**config.mk**
```make
export PLATFORM = sky130hd
export DESIGN_NAME = two_wire_slave_command_status
export DESIGN_NICKNAME = d
export VERILOG_FILES = /design/src/hw/tws_pkg.sv /design/src/hw/two_wire_slave_command_status.sv
export SDC_FILE = /design/constraint.sdc
export NUM_CORES = 1
export LEC_CHECK = 0
export BUFFER_PORTS_ARGS = -buffer_cell sky130_fd_sc_hd__buf_2
export CAP_MARGIN = 20
export CORE_ASPECT_RATIO = 1.2
export CORE_MARGIN = 2
export CORE_UTILIZATION = 40
export CTS_CLUSTER_DIAMETER = 120
export DETAILED_ROUTE_END_ITERATION = 8
export PLACE_DENSITY_LB_ADDON = 0.2
export SETUP_SLACK_MARGIN = 0.02
export SYNTH_ARGS = -nofsm -noshare
export SYNTH_HDL_FRONTEND = slang
export SYNTH_SLANG_ARGS = --single-unit
```
**constraint.sdc**
```tcl
create_clock -name clk -period 2.7 [get_ports clk]
set_input_delay 0.27 -clock clk [delete_from_list [all_inputs] [get_ports clk]]
set_output_delay 0.27 -clock clk [all_outputs]
set_load 0.05 [all_outputs]
```
**src/hw/tws_pkg.sv**
```systemverilog
/*
  package for the two-wire slave command/status block: register offsets,
  field positions, reset values, state enumeration and carrier structs.
  assumes a byte-wide register port on the system clock.
*/
package tws_pkg;
  localparam logic [7:0] own_address_off = 8'h7c;
  localparam logic [7:0] slave_status_off = 8'h7d;
  localparam logic [7:0] slave_command_off = 8'h7e;
  localparam logic [7:0] slave_data_off = 8'h7a;
  localparam logic [7:0] slave_control_off = 8'h7f;
  localparam logic [7:0] own_address_rst = 8'h00;
  localparam logic [7:0] control_rst = 8'h00;
  // command register fields
  localparam int ack_action_pos = 2;
  // status register fields
  localparam int data_flag_pos = 7;
  localparam int as_flag_pos = 6;
  localparam int hold_pos = 5;
  localparam int rack_pos = 4;
  localparam int coll_pos = 3;
  localparam int berr_pos = 2;
  localparam int dir_pos = 1;
  localparam int cause_pos = 0;
  // control register fields
  localparam int stop_en_pos = 2;
  localparam int accept_all_pos = 1;
  localparam int smart_pos = 0;
  // command codes
  localparam logic [1:0] cmd_nop = 2'h0;
  localparam logic [1:0] cmd_complete = 2'h2;
  localparam logic [1:0] cmd_respond = 2'h3;
  localparam logic [6:0] general_call_addr = 7'h00;
  localparam logic [3:0] bits_per_byte = 4'h9;
  // bus free time and the system clock period, both in ns
  localparam int bus_free_ns = 1300;
  localparam int clk_period_ns = 20;
  localparam bit stop_detect_ok = (clk_period_ns < bus_free_ns);

  typedef enum logic [2:0] {
    st_idle, st_addr, st_ack_wait, st_ack, st_rx, st_tx, st_mack
  } phase_e;

  typedef struct packed {
    logic [7:0] addr;
    logic [7:0] wdata;
    logic wr;
    logic rd;
  } reg_req_s;

  typedef struct packed {
    logic scl_o;
    logic scl_oe;
    logic sda_o;
    logic sda_oe;
  } pin_drive_s;
endpackage

```
**src/hw/two_wire_slave_command_status.sv**
```systemverilog
/*
  two-wire slave core: bit engine, address match, acknowledge actions,
  commands, clock hold and status flags behind a byte register port.
  assumes scl and sda arrive asynchronously and an external master drives scl.
*/
`timescale 1ns/100ps
// Function
// - ack action bit 0 sends ack, 1 sends nack
// - ack action fires on command 1x outside smart mode, or on data read in smart mode
// - ack action also fires on clearing address/stop flag after a match, or tx data flag
// - command 00 does nothing; 01 reserved
// - command 10 acks if receiving, then waits for a start
// - command 11 after address acks, then receives or sets data flag
// - command 11 after data acks on receive, sends the data register on transmit
// - any command write other than 00 releases scl and clears hold and both flags
// - ack bit written with command acts before the command
// - command field reads zero; bits 7..3 read zero
// - data flag set after clean byte, holds scl; cleared by one or command
// - address/stop flag set on match or collision, holds scl
// - stop sets address/stop flag only with stop events enabled
// - clock hold status mirrors held scl with a flag set
// - received ack status keeps last master ack bit
// - collision sets flag, stops sda drive; cleared by one or start
// - bus error when sr or stop comes off a nine-bit boundary
// - direction bit updated from each matched address
// - cause bit 0 for stop, 1 for address
// - match own address bits 7..1; bit 0 enables general call
// - ten-bit first byte matches through the same seven-bit compare
// - accept-all mode answers every address
// - smart mode sends ack action right after data register read
// - any data register access clears both flags and hold
module two_wire_slave_command_status (
  input wire logic clk,
  input wire logic srst,
  input wire tws_pkg::reg_req_s req,
  output logic [7:0] rdata,
  input wire logic scl_i,
  input wire logic sda_i,
  output tws_pkg::pin_drive_s pins
);
  typedef struct packed {
    logic [1:0] scl_s;
    logic [1:0] sda_s;
    logic scl_q;
    logic sda_q;
    tws_pkg::phase_e ph;
    logic [7:0] shift;
    logic [7:0] txd;
    logic [7:0] rxd;
    logic [2:0] bitn;
    logic [3:0] cnt9;
    logic after_start;
    logic is_addr;
    logic ack_val;
    logic hold;
    logic sda_drv;
    logic finish;
    logic [7:0] own;
    logic [7:0] ctrl;
    logic ack_sel;
    logic dflag;
    logic asflag;
    logic rack;
    logic coll;
    logic berr;
    logic dir;
    logic cause;
    logic [7:0] rdata;
  } state_s;

  state_s q;
  state_s n;
  logic scl_rise;
  logic scl_fall;
  logic start_ev;
  logic stop_ev;
  logic match;
  logic wr_cmd;
  logic [1:0] cmd;
  logic do_ack;
  logic [6:0] rx_addr;

  // edge and condition detection on the second synchroniser stage
  assign scl_rise = q.scl_s[1] && !q.scl_q;
  assign scl_fall = !q.scl_s[1] && q.scl_q;
  assign start_ev = q.scl_s[1] && q.scl_q && q.sda_q && !q.sda_s[1];
  assign stop_ev = q.scl_s[1] && q.scl_q && !q.sda_q && q.sda_s[1];
  // the seven address bits already shifted in when the direction bit arrives
  assign rx_addr = q.shift[6:0];
  // address compare: accept-all, own address (also ten-bit first byte), general call
  assign match = q.ctrl[tws_pkg::accept_all_pos]
    || (rx_addr == q.own[7:1])
    || (q.own[0] && rx_addr == tws_pkg::general_call_addr);
  assign wr_cmd = req.wr && req.addr == tws_pkg::slave_command_off;
  assign cmd = req.wdata[1:0];

  // next state
  always_comb
  begin
    n = q;
    do_ack = 1'b0;
    n.scl_s = {q.scl_s[0], scl_i};
    n.sda_s = {q.sda_s[0], sda_i};
    n.scl_q = q.scl_s[1];
    n.sda_q = q.sda_s[1];
    n.rdata = 8'h00;

    // bit engine
    if (start_ev)
    begin
      // repeated start off a byte boundary
      if (q.ph != tws_pkg::st_idle && q.cnt9 != 4'h0)
        n.berr = 1'b1;
      n.coll = 1'b0;
      n.ph = tws_pkg::st_addr;
      n.bitn = 3'h0;
      n.cnt9 = 4'h0;
      n.after_start = 1'b1;
      n.sda_drv = 1'b0;
      n.hold = 1'b0;
    end
    else if (stop_ev)
    begin
      // stop off a byte boundary or straight after start
      if (q.ph != tws_pkg::st_idle && (q.cnt9 != 4'h0 || q.after_start))
        n.berr = 1'b1;
      // stop event only when enabled and clock fast enough
      if (q.ctrl[tws_pkg::stop_en_pos] && tws_pkg::stop_detect_ok && q.ph != tws_pkg::st_idle)
      begin
        n.asflag = 1'b1;
        n.cause = 1'b0;
      end
      n.ph = tws_pkg::st_idle;
      n.sda_drv = 1'b0;
    end
    else
    begin
      // a bit counts once its clock falls, so the rise before a stop is not a bit
      if (scl_fall && q.ph != tws_pkg::st_idle && !q.after_start)
        n.cnt9 = (q.cnt9 == tws_pkg::bits_per_byte - 4'h1) ? 4'h0 : q.cnt9 + 4'h1;
      case (q.ph)
        tws_pkg::st_addr, tws_pkg::st_rx:
          if (scl_rise)
          begin
            n.shift = {q.shift[6:0], q.sda_s[1]};
            n.bitn = q.bitn + 3'h1;
            n.after_start = 1'b0;
            if (q.bitn == 3'h7)
            begin
              n.is_addr = (q.ph == tws_pkg::st_addr);
              if (q.ph == tws_pkg::st_addr)
              begin
                if (match)
                begin
                  n.asflag = 1'b1;
                  n.cause = 1'b1;
                  n.dir = q.sda_s[1];
                  n.ph = tws_pkg::st_ack_wait;
                end
                else
                  n.ph = tws_pkg::st_idle;
              end
              else
              begin
                n.rxd = {q.shift[6:0], q.sda_s[1]};
                if (!q.coll)
                  n.dflag = 1'b1;
                n.ph = tws_pkg::st_ack_wait;
              end
            end
          end
        tws_pkg::st_ack:
          if (scl_fall)
          begin
            // ack bit is over: let go of sda and move on
            n.sda_drv = 1'b0;
            n.bitn = 3'h0;
            if (q.ack_val || q.finish)
              n.ph = tws_pkg::st_idle;
            else if (q.is_addr && q.dir)
            begin
              n.ph = tws_pkg::st_ack_wait;
              n.is_addr = 1'b0;
              n.dflag = 1'b1;
            end
            else
              n.ph = tws_pkg::st_rx;
          end
          else if (scl_rise && q.ack_val && !q.sda_s[1])
          begin
            n.coll = 1'b1; // nack could not be driven high
            n.asflag = 1'b1;
          end
        tws_pkg::st_tx:
        begin
          if (scl_fall)
          begin
            n.sda_drv = !q.shift[7] && !q.coll;
          end
          if (scl_rise)
          begin
            if (q.shift[7] && !q.sda_s[1] && !q.coll)
            begin
              n.coll = 1'b1;
              n.asflag = 1'b1;
              n.sda_drv = 1'b0;
            end
            n.shift = {q.shift[6:0], 1'b1};
            n.bitn = q.bitn + 3'h1;
            if (q.bitn == 3'h7)
              n.ph = tws_pkg::st_mack;
          end
        end
        tws_pkg::st_mack:
        begin
          if (scl_fall)
            n.sda_drv = 1'b0;
          if (scl_rise)
          begin
            n.rack = q.sda_s[1];
            if (!q.coll)
              n.dflag = 1'b1;
            n.ph = q.sda_s[1] ? tws_pkg::st_idle : tws_pkg::st_ack_wait;
          end
        end
        default:
          ;
      endcase
      // stretch scl on its low phase while a flag is pending
      if ((n.dflag || n.asflag) && !q.scl_s[1])
        n.hold = 1'b1;
    end

    // register writes
    if (req.wr)
    begin
      if (req.addr == tws_pkg::own_address_off)
        n.own = req.wdata;
      else if (req.addr == tws_pkg::slave_control_off)
        n.ctrl = req.wdata;
      else if (req.addr == tws_pkg::slave_data_off)
        n.txd = req.wdata;
      else if (req.addr == tws_pkg::slave_status_off)
      begin
        // the written one clears only a flag already set; one first set in this cycle stays
        if (req.wdata[tws_pkg::coll_pos] && q.coll)
          n.coll = 1'b0;
        if (req.wdata[tws_pkg::berr_pos] && q.berr)
          n.berr = 1'b0;
        // clearing address flag after match or data flag on transmit
        if ((req.wdata[tws_pkg::as_flag_pos] && q.asflag && q.cause)
            || (req.wdata[tws_pkg::data_flag_pos] && q.dflag && q.dir))
          do_ack = 1'b1;
      end
      else if (wr_cmd)
        n.ack_sel = req.wdata[tws_pkg::ack_action_pos];
    end

    // new ack bit taken before the command executes
    if (wr_cmd && cmd[1] && !q.ctrl[tws_pkg::smart_pos])
      do_ack = 1'b1;
    if (req.rd && req.addr == tws_pkg::slave_data_off && q.ctrl[tws_pkg::smart_pos])
      do_ack = 1'b1;

    // acknowledge action and command effects on the engine; only while scl is held,
    // so the first driven level is on sda before the master sees scl rise
    if (do_ack && q.ph == tws_pkg::st_ack_wait && q.hold)
    begin
      n.ack_val = wr_cmd ? req.wdata[tws_pkg::ack_action_pos] : q.ack_sel;
      n.finish = wr_cmd && cmd == tws_pkg::cmd_complete;
      if (q.is_addr || !q.dir)
      begin
        n.ph = tws_pkg::st_ack;
        n.sda_drv = !n.ack_val && !q.coll;
      end
      else
      begin
        n.ph = tws_pkg::st_tx;
        n.shift = q.txd;
        n.bitn = 3'h0;
        n.sda_drv = !q.txd[7] && !q.coll;
      end
    end
    if (wr_cmd && cmd == tws_pkg::cmd_complete && q.dir && q.ph == tws_pkg::st_ack_wait)
    begin
      n.ph = tws_pkg::st_idle;
      n.sda_drv = 1'b0;
    end
    if (wr_cmd && cmd == tws_pkg::cmd_respond && q.is_addr && q.dir && q.ph == tws_pkg::st_ack_wait)
      n.is_addr = 1'b1; // data flag follows on slave transmit

    // flag clears: write-one, command write, data register access
    if (req.wr && req.addr == tws_pkg::slave_status_off)
    begin
      if (req.wdata[tws_pkg::data_flag_pos] && q.dflag)
        n.dflag = 1'b0;
      if (req.wdata[tws_pkg::as_flag_pos] && q.asflag)
        n.asflag = 1'b0;
    end
    if ((wr_cmd && cmd != tws_pkg::cmd_nop)
        || ((req.wr || req.rd) && req.addr == tws_pkg::slave_data_off))
    begin
      n.dflag = 1'b0;
      n.asflag = 1'b0;
    end
    // release scl once no flag is pending
    if (!n.dflag && !n.asflag)
      n.hold = 1'b0;

    // register reads
    if (req.rd)
    begin
      if (req.addr == tws_pkg::own_address_off)
        n.rdata = q.own;
      else if (req.addr == tws_pkg::slave_control_off)
        n.rdata = q.ctrl;
      else if (req.addr == tws_pkg::slave_data_off)
        n.rdata = q.rxd;
      else if (req.addr == tws_pkg::slave_status_off)
        n.rdata = {q.dflag, q.asflag, q.hold, q.rack, q.coll, q.berr, q.dir, q.cause};
      else if (req.addr == tws_pkg::slave_command_off)
        n.rdata = {5'h00, q.ack_sel, 2'h0};
      else
        n.rdata = 8'h00;
    end

    if (srst)
    begin
      n = '0;
      n.ph = tws_pkg::st_idle;
      n.own = tws_pkg::own_address_rst;
      n.ctrl = tws_pkg::control_rst;
      n.scl_s = 2'h3;
      n.sda_s = 2'h3;
      n.scl_q = 1'b1;
      n.sda_q = 1'b1;
    end
  end

  // state register
  always_ff @(posedge clk)
    q <= n;

  // pin drive: open drain, enable pulls low
  assign rdata = q.rdata;
  assign pins.scl_o = 1'b0;
  assign pins.scl_oe = q.hold;
  assign pins.sda_o = 1'b0;
  assign pins.sda_oe = q.sda_drv;
endmodule

```
==> run_results.csv, run 1 <==
group,metric,value,unit
status,run_status,"completed",
global_route,gr-total-overflow,0,
power_and_ir_drop,p_sw_share,21.9,%
finish,final_common_cell,"dfxtp_1",
sta,slew-limit-headroom,49.6,%
routing,via_per_inst,5.73,
finish,mostFrequentLayoutCells,"dfxtp_1 (78), nor2_1 (46), a21oi_1 (44)",
routing,drt_iter0_drc,297,
clock_tree,cts_resized,0,
logic_synthesis,async_flop_share,0,%
critical_path,rrSetupSlack,0.62,ns
sta,setup_tns,0,ns
finish,drive_gt1_share,17.3,%
power_and_ir_drop,clkPwrFrac,48.5,%
routing,via_count,3449,
critical_path,cp.arrival,2.33,ns
clock_tree,cts_tree,"built",
power_and_ir_drop,leakage,1.72,nW
clock_tree,insertion_delay,0.33,ns
power_and_ir_drop,seqPwrFrac,46.5,%
placed_design,gp_congestion,0.895,
logic_synthesis,ys_ff_latch,78,
die,start_util,41.3,%
clock_tree,path_clk_slew,0.06,ns
global_route,grt_pass1_vias,3357,
die,die_width,94.9,um
run,drv_cap,0,
critical_path,worstSetupPathType,"reg2reg",
placed_design,portBuffers,31,
logic_synthesis,ys.flop_type,"dfxtp_1",
logic_synthesis,yosys_warnings,0,
logic_synthesis,synth_cell_types,63,
logic_synthesis,seq_area_frac_synth,39.3,%
clock_tree,ctsHtreeMaxLevel,3,
clock_tree,cts_max_path_buffers,2,
routing,drt-pass1-iter-count,6,
sta,whs,0.116,ns
clock_tree,post_cts_buffers,0,
sta,fin_crit_sh,77.0,%
sta,tightest_slew,0.756,ns
routing,drt-wirelength-per-cell,17.6,um
finish,multi_input_area,2120,um^2
clock_tree,clockRootBuffer,"clkbuf_16",
critical_path,critical_path_peak_fanout,11,
sta,fin_crit,2.08,ns
sta,finClkSkew,0.00619,ns
finish,area_growth_syn_to_layout,11.5,%
clock_tree,cts_hold_buf,0,
power_and_ir_drop,p_comb_share,4.9,%
die,core,9610,um^2
critical_path,crit_chain,"nand4b_1 > and3b_1 > nor3_1 > a311o_1 > a31o_2 > a211oi_2",
global_route,antenna_found_initial,0,
finish,nets,501,
die,die_y,113,um
clock_tree,cts_sinks,78,
die,dieArea,10700,um^2
critical_path,crit_required,2.95,ns
clock_tree,cts_buffers,9,
global_route,grt_max_degree,47,
logic_synthesis,postSynthCellCount,460,
routing,route.detailed.drc,0,
sta,fmax,0.481,GHz
finish,nFillCells,940,
die,rows,39,
logic_synthesis,syn_avg_cell_area,8.63,um^2
routing,finalWirelength,10.6,mm
critical_path,worst_path_largest_cell_delay,0.63,ns
power_and_ir_drop,p_int,1.96,mW
global_route,grt_use_total,20.6,%
sta,rsz0062_at_grt,"false",
routing,antenna_left,0,
logic_synthesis,synth_top_cell_area_share,39.3,%
sta,setup_viol,0,
finish,num_antenna_cells,0,
power_and_ir_drop,peakVddDrop,0.266,mV
critical_path,crit_path_end_kind,"flop",
logic_synthesis,synth_top_area_cell,"dfxtp_1",
critical_path,cpMaxStageDelayCell,"dfxtp_1",
logic_synthesis,synth_area,3970,um^2
global_route,grt_pass1_wl,16.9,mm
sta,hold_violations,0,
power_and_ir_drop,p_sw,0.550,mW
finish,seq_area,1560,um^2
logic_synthesis,synth_edf_count,0,
die,io_pins,34,
sta,slew_viol_final,0,
power_and_ir_drop,p_total,2.51,mW
worst_hold_path,min_path_type,"in2reg",
power_and_ir_drop,power_density,567,nW/um^2
critical_path,startpoint_type,"flop",
placed_design,dp_hpwl,7.66,mm
logic_synthesis,netlist_top_cells_area,"dfxtp_1 (39%), mux2i_1 (7.6%), a21oi_1 (5.5%)",
registers in the layout, indices dropped and copies added (netlist names):
name and cells:
pins 2, q 68, rdata 8
cells in the mapped netlist (4+ instances only):
library cell / instances
buf_4: 14
a22oi_1: 4
dfxtp_1: 78
nand3_1: 27
ha_1: 4
nand2b_1: 9
a222oi_1: 5
nor2_1: 46
mux2i_1: 30
nor2b_1: 6
a211oi_2: 8
a21oi_1: 44
and3_1: 4
xor2_1: 4
clkbuf_1: 10
buf_2: 11
nand2_1: 40
inv_1: 15
and2_1: 4
xnor2_1: 4
or2_2: 7
o21ai_0: 11
nor3_1: 6
nand4b_1: 4
final timing paths:
kind / depth (start not counted) / end / startpoint
setup / recovery: 6 / pins[2] / q[75]
hold / removal: 2 / q[76] / scl_i
setup reg to reg: 6 / pins[2] / q[75]
hold reg to reg: 1 / q[77] / q[76]
cell type report:
cell class / instances / area share, %
timing repair buffer: 41 / 5.20
clock buffer: 12 / 5.80
tap: 123 / 3.48
multi-input combinational: 330 / 48.0
clock inverter: 3 / 0.990
inverter: 15 / 1.27
sequential: 78 / 35.3
logic make-up after synthesis:
group                      synth area share, %
xor gates and xnor gates                  1.77
AOI/OAI and AO/OA                         18.3
muxes                                     8.13
buffers and inverters                     7.25
adders and majority gates                 1.26
other                                   0.0945
and+or+nand+nor                           23.8
DFF                                       39.3
through the flow:
step | std cells | utilization (%) | worst slack, ns | instance area (um^2)
after floorplan | 461 | - | 0.986 | 3970
after global placement | 587 | 42.9 | 0.614 | 4130
after detailed placement | 587 | 42.9 | 0.580 | 4130
after CTS | 602 | 46.0 | 0.608 | 4430
after global routing | 602 | 46.0 | 0.369 | 4430
final | 602 | 46.0 | 0.622 | 4430
layer usage:
metal / wire, um / global-route usage, %
met3: 627 / 3.73
met5: 0 / 0
met4: 319 / 10.1
met2: 5020 / 32.7
met1: 4650 / 26.7
critical path, delay by kind of cell (launching register included):
family	cells	cell delay, ns
AND/OR/NAND/NOR	3	0.60
AO/OA/AOI/OAI	3	0.78
flip-flops	1	0.63
power groups by stage:
stage	clock network (mW)	registers (mW)	logic [mW]
3_5_place_dp	0	1.19	0.122
2_1_floorplan	0	1.19	0.0808
6_report	1.22	1.17	0.124
5_1_grt	1.29	1.17	0.133
4_1_cts	1.24	1.17	0.123
3_3_place_gp	0	1.19	0.122
Note: power is estimated with default switching activity, not from simulation.
==> run 2, diff against run 1 <==
==> constraint.sdc (replaced) <==
create_clock -name clk -period 1.95 [get_ports clk]
set_input_delay 0.195 -clock clk [delete_from_list [all_inputs] [get_ports clk]]
set_output_delay 0.195 -clock clk [all_outputs]
set_load 0.05 [all_outputs]
==> run 2 against run 1 <==
Against the previous run:
- non-clock buffer count rose by 18
- cell count rose by 3.2%
- global-route usage rose by 0.53 points
- total power rose by 40%
- sequential cell count did not move
- die area did not move
- critical endpoint unchanged
==> run_results.csv, run 2 (synthesis gave the netlist of run 1 again) <==
group,metric,value,unit
critical_path,r2r-start,"q[77]",
routing,route.detailed.drc,0,
routing,drt-wirelength-per-cell,17.6,um
critical_path,cp.arrival,2.07,ns
die,io_pins,34,
power_and_ir_drop,p_comb_share,5.5,%
clock_tree,clockRootBuffer,"clkbuf_16",
critical_path,rr_worst_depth,6,
power_and_ir_drop,p_sw,0.844,mW
routing,via_per_inst,5.68,
finish,area_growth_syn_to_layout,16.2,%
clock_tree,cts_max_path_buffers,2,
clock_tree,ctsHtreeMaxLevel,3,
global_route,gr-total-overflow,0,
routing,via_count,3526,
sta,fmax,0.551,GHz
finish,regMostFlops,"q",
die,die_y,113,um
clock_tree,insertion_delay,0.34,ns
critical_path,rr_endpoint,"pins[2]",
clock_tree,cts_tree,"built",
finish,finalNonFillerCells,621,
sta,rsz0062_at_grt,"true",
placed_design,placed_cell_area,4290,um^2
critical_path,crit_path_end_kind,"flop",
sta,fin_crit_sh,93.1,%
critical_path,startpoint_type,"flop",
global_route,grt_pass1_vias,3379,
power_and_ir_drop,leakage,1.82,nW
routing,antenna_left,0,
finish,finalInstanceArea,4610,um^2
global_route,grt_max_degree,61,
global_route,grt_pass1_wl,17.6,mm
sta,tightest_slew,0.523,ns
finish,final_common_cell,"dfxtp_1",
die,die_width,94.9,um
critical_path,rrSetupSlack,0.14,ns
power_and_ir_drop,power_density,763,nW/um^2
routing,drt_iter0_drc,383,
placed_design,dp_hpwl,7.91,mm
clock_tree,post_cts_buffers,0,
critical_path,worstSetupPathType,"reg2reg",
power_and_ir_drop,peakVddDrop,0.339,mV
critical_path,critical_path.endpoint,"pins[2]",
placed_design,dp.cells,605,
sta,hold_violations,0,
worst_hold_path,holdPathStages,2,
critical_path,crit_required,2.21,ns
run,drv_cap,0,
power_and_ir_drop,p_int,2.67,mW
routing,finalWirelength,10.9,mm
die,dieArea,10700,um^2
clock_tree,path_clk_slew,0.06,ns
finish,drive_gt1_share,21.3,%
die,core,9610,um^2
sta,finClkSkew,0.00510,ns
status,run_status,"completed",
worst_hold_path,min_path_type,"in2reg",
finish,nets,519,
power_and_ir_drop,p_sw_share,24.0,%
power_and_ir_drop,seqPwrFrac,45.9,%
sta,setup_viol,0,
sta,slew-limit-headroom,64.8,%
power_and_ir_drop,clkPwrFrac,48.6,%
placed_design,gp_congestion,0.896,
finish,largest_reg_flops,68,
die,start_util,41.3,%
placed_design,portBuffers,31,
routing,drt-pass1-iter-count,7,
sta,slew_viol_final,0,
global_route,grt_use_total,21.1,%
die,rows,39,
finish,mostFrequentLayoutCells,"dfxtp_1 (78), nor2_1 (46), a21oi_1 (44)",
finish,num_antenna_cells,0,
critical_path,critical_path.startpoint,"q[77]",
global_route,antenna_found_initial,0,
clock_tree,cts_buffers,9,
clock_tree,cts_sinks,78,
sta,fin_crit,1.81,ns
sta,setup_tns,0,ns
critical_path,critical_path_peak_fanout,8,
## run 2: changes by cell type in the layout (fill, tap and decap cells not counted), moves of 2 or more
| cell | change |
|---|---|
| clkbuf_8 | -2 |
| a2111oi_0 | -2 |
| buf_4 | +16 |
| inv_6 | +3 |
| clkinvlp_4 | +3 |
| buf_12 | +2 |
## run 2: critical path, stage by stage (launching register included)
cell	delay, ns
dfxtp_1	0.38
nand4b_1	0.30
and3b_1	0.23
nor3_1	0.06
a311o_1	0.34
a31o_2	0.24
a211oi_2	0.20
## run 2: how the worst min path moves through the flow
| stage | startpoint | endpoint |
|---|---|---|
| 2_1_floorplan | sda_i | q[74] |
| 3_3_place_gp | scl_i | q[76] |
| 3_5_place_dp | scl_i | q[76] |
| 4_1_cts | scl_i | q[76] |
| 5_1_grt | sda_i | q[74] |
| 6_report | scl_i | q[76] |
## run 2: layout make-up
cell class	count	area, um^2
Fill cell	922	5000
Clock buffer	9	225
Inverter	15	56.3
Tap cell	123	154
Multi-Input combinational cell	330	2140
Timing Repair Buffer	59	390
Clock inverter	7	78.8
Sequential cell	78	1560
## run 2: per-layer routing
layer  wire length [um]  vias up  global-route usage [%]
met5                  0        -                       0
met4                191        0                    6.18
met3                587       15                    3.73
met2               5150      124                    33.7
met1               4980     1688                    29.1
li1                   -     1699                       -
## run 2: power groups by stage
stage,Sequential (mW),Clock (mW),Combinational (mW)
floorplan,1.64,0,0.112
finish,1.61,1.71,0.193
CTS,1.61,1.74,0.190
global route,1.61,1.81,0.206
global placement,1.65,0,0.190
detailed placement,1.65,0,0.189
## run 2: repair_timing
item                       CTS  global route
setup endpoints to repair    0             4
resized for setup            0             6
hold buffers                 0             0
## run 2: metrics by stage
stage	setup WS [ns]	power, mW	hold slack (ns)	utilization (%)
after global routing	0.00603	3.63	0.0321	48.0
after detailed placement	0.0647	1.84	0.382	44.6
after global placement	0.114	1.84	0.381	44.6
after CTS	0.0464	3.54	0.0314	47.7
after floorplan	0.236	1.76	0.299	-
final	0.135	3.52	0.0371	48.0
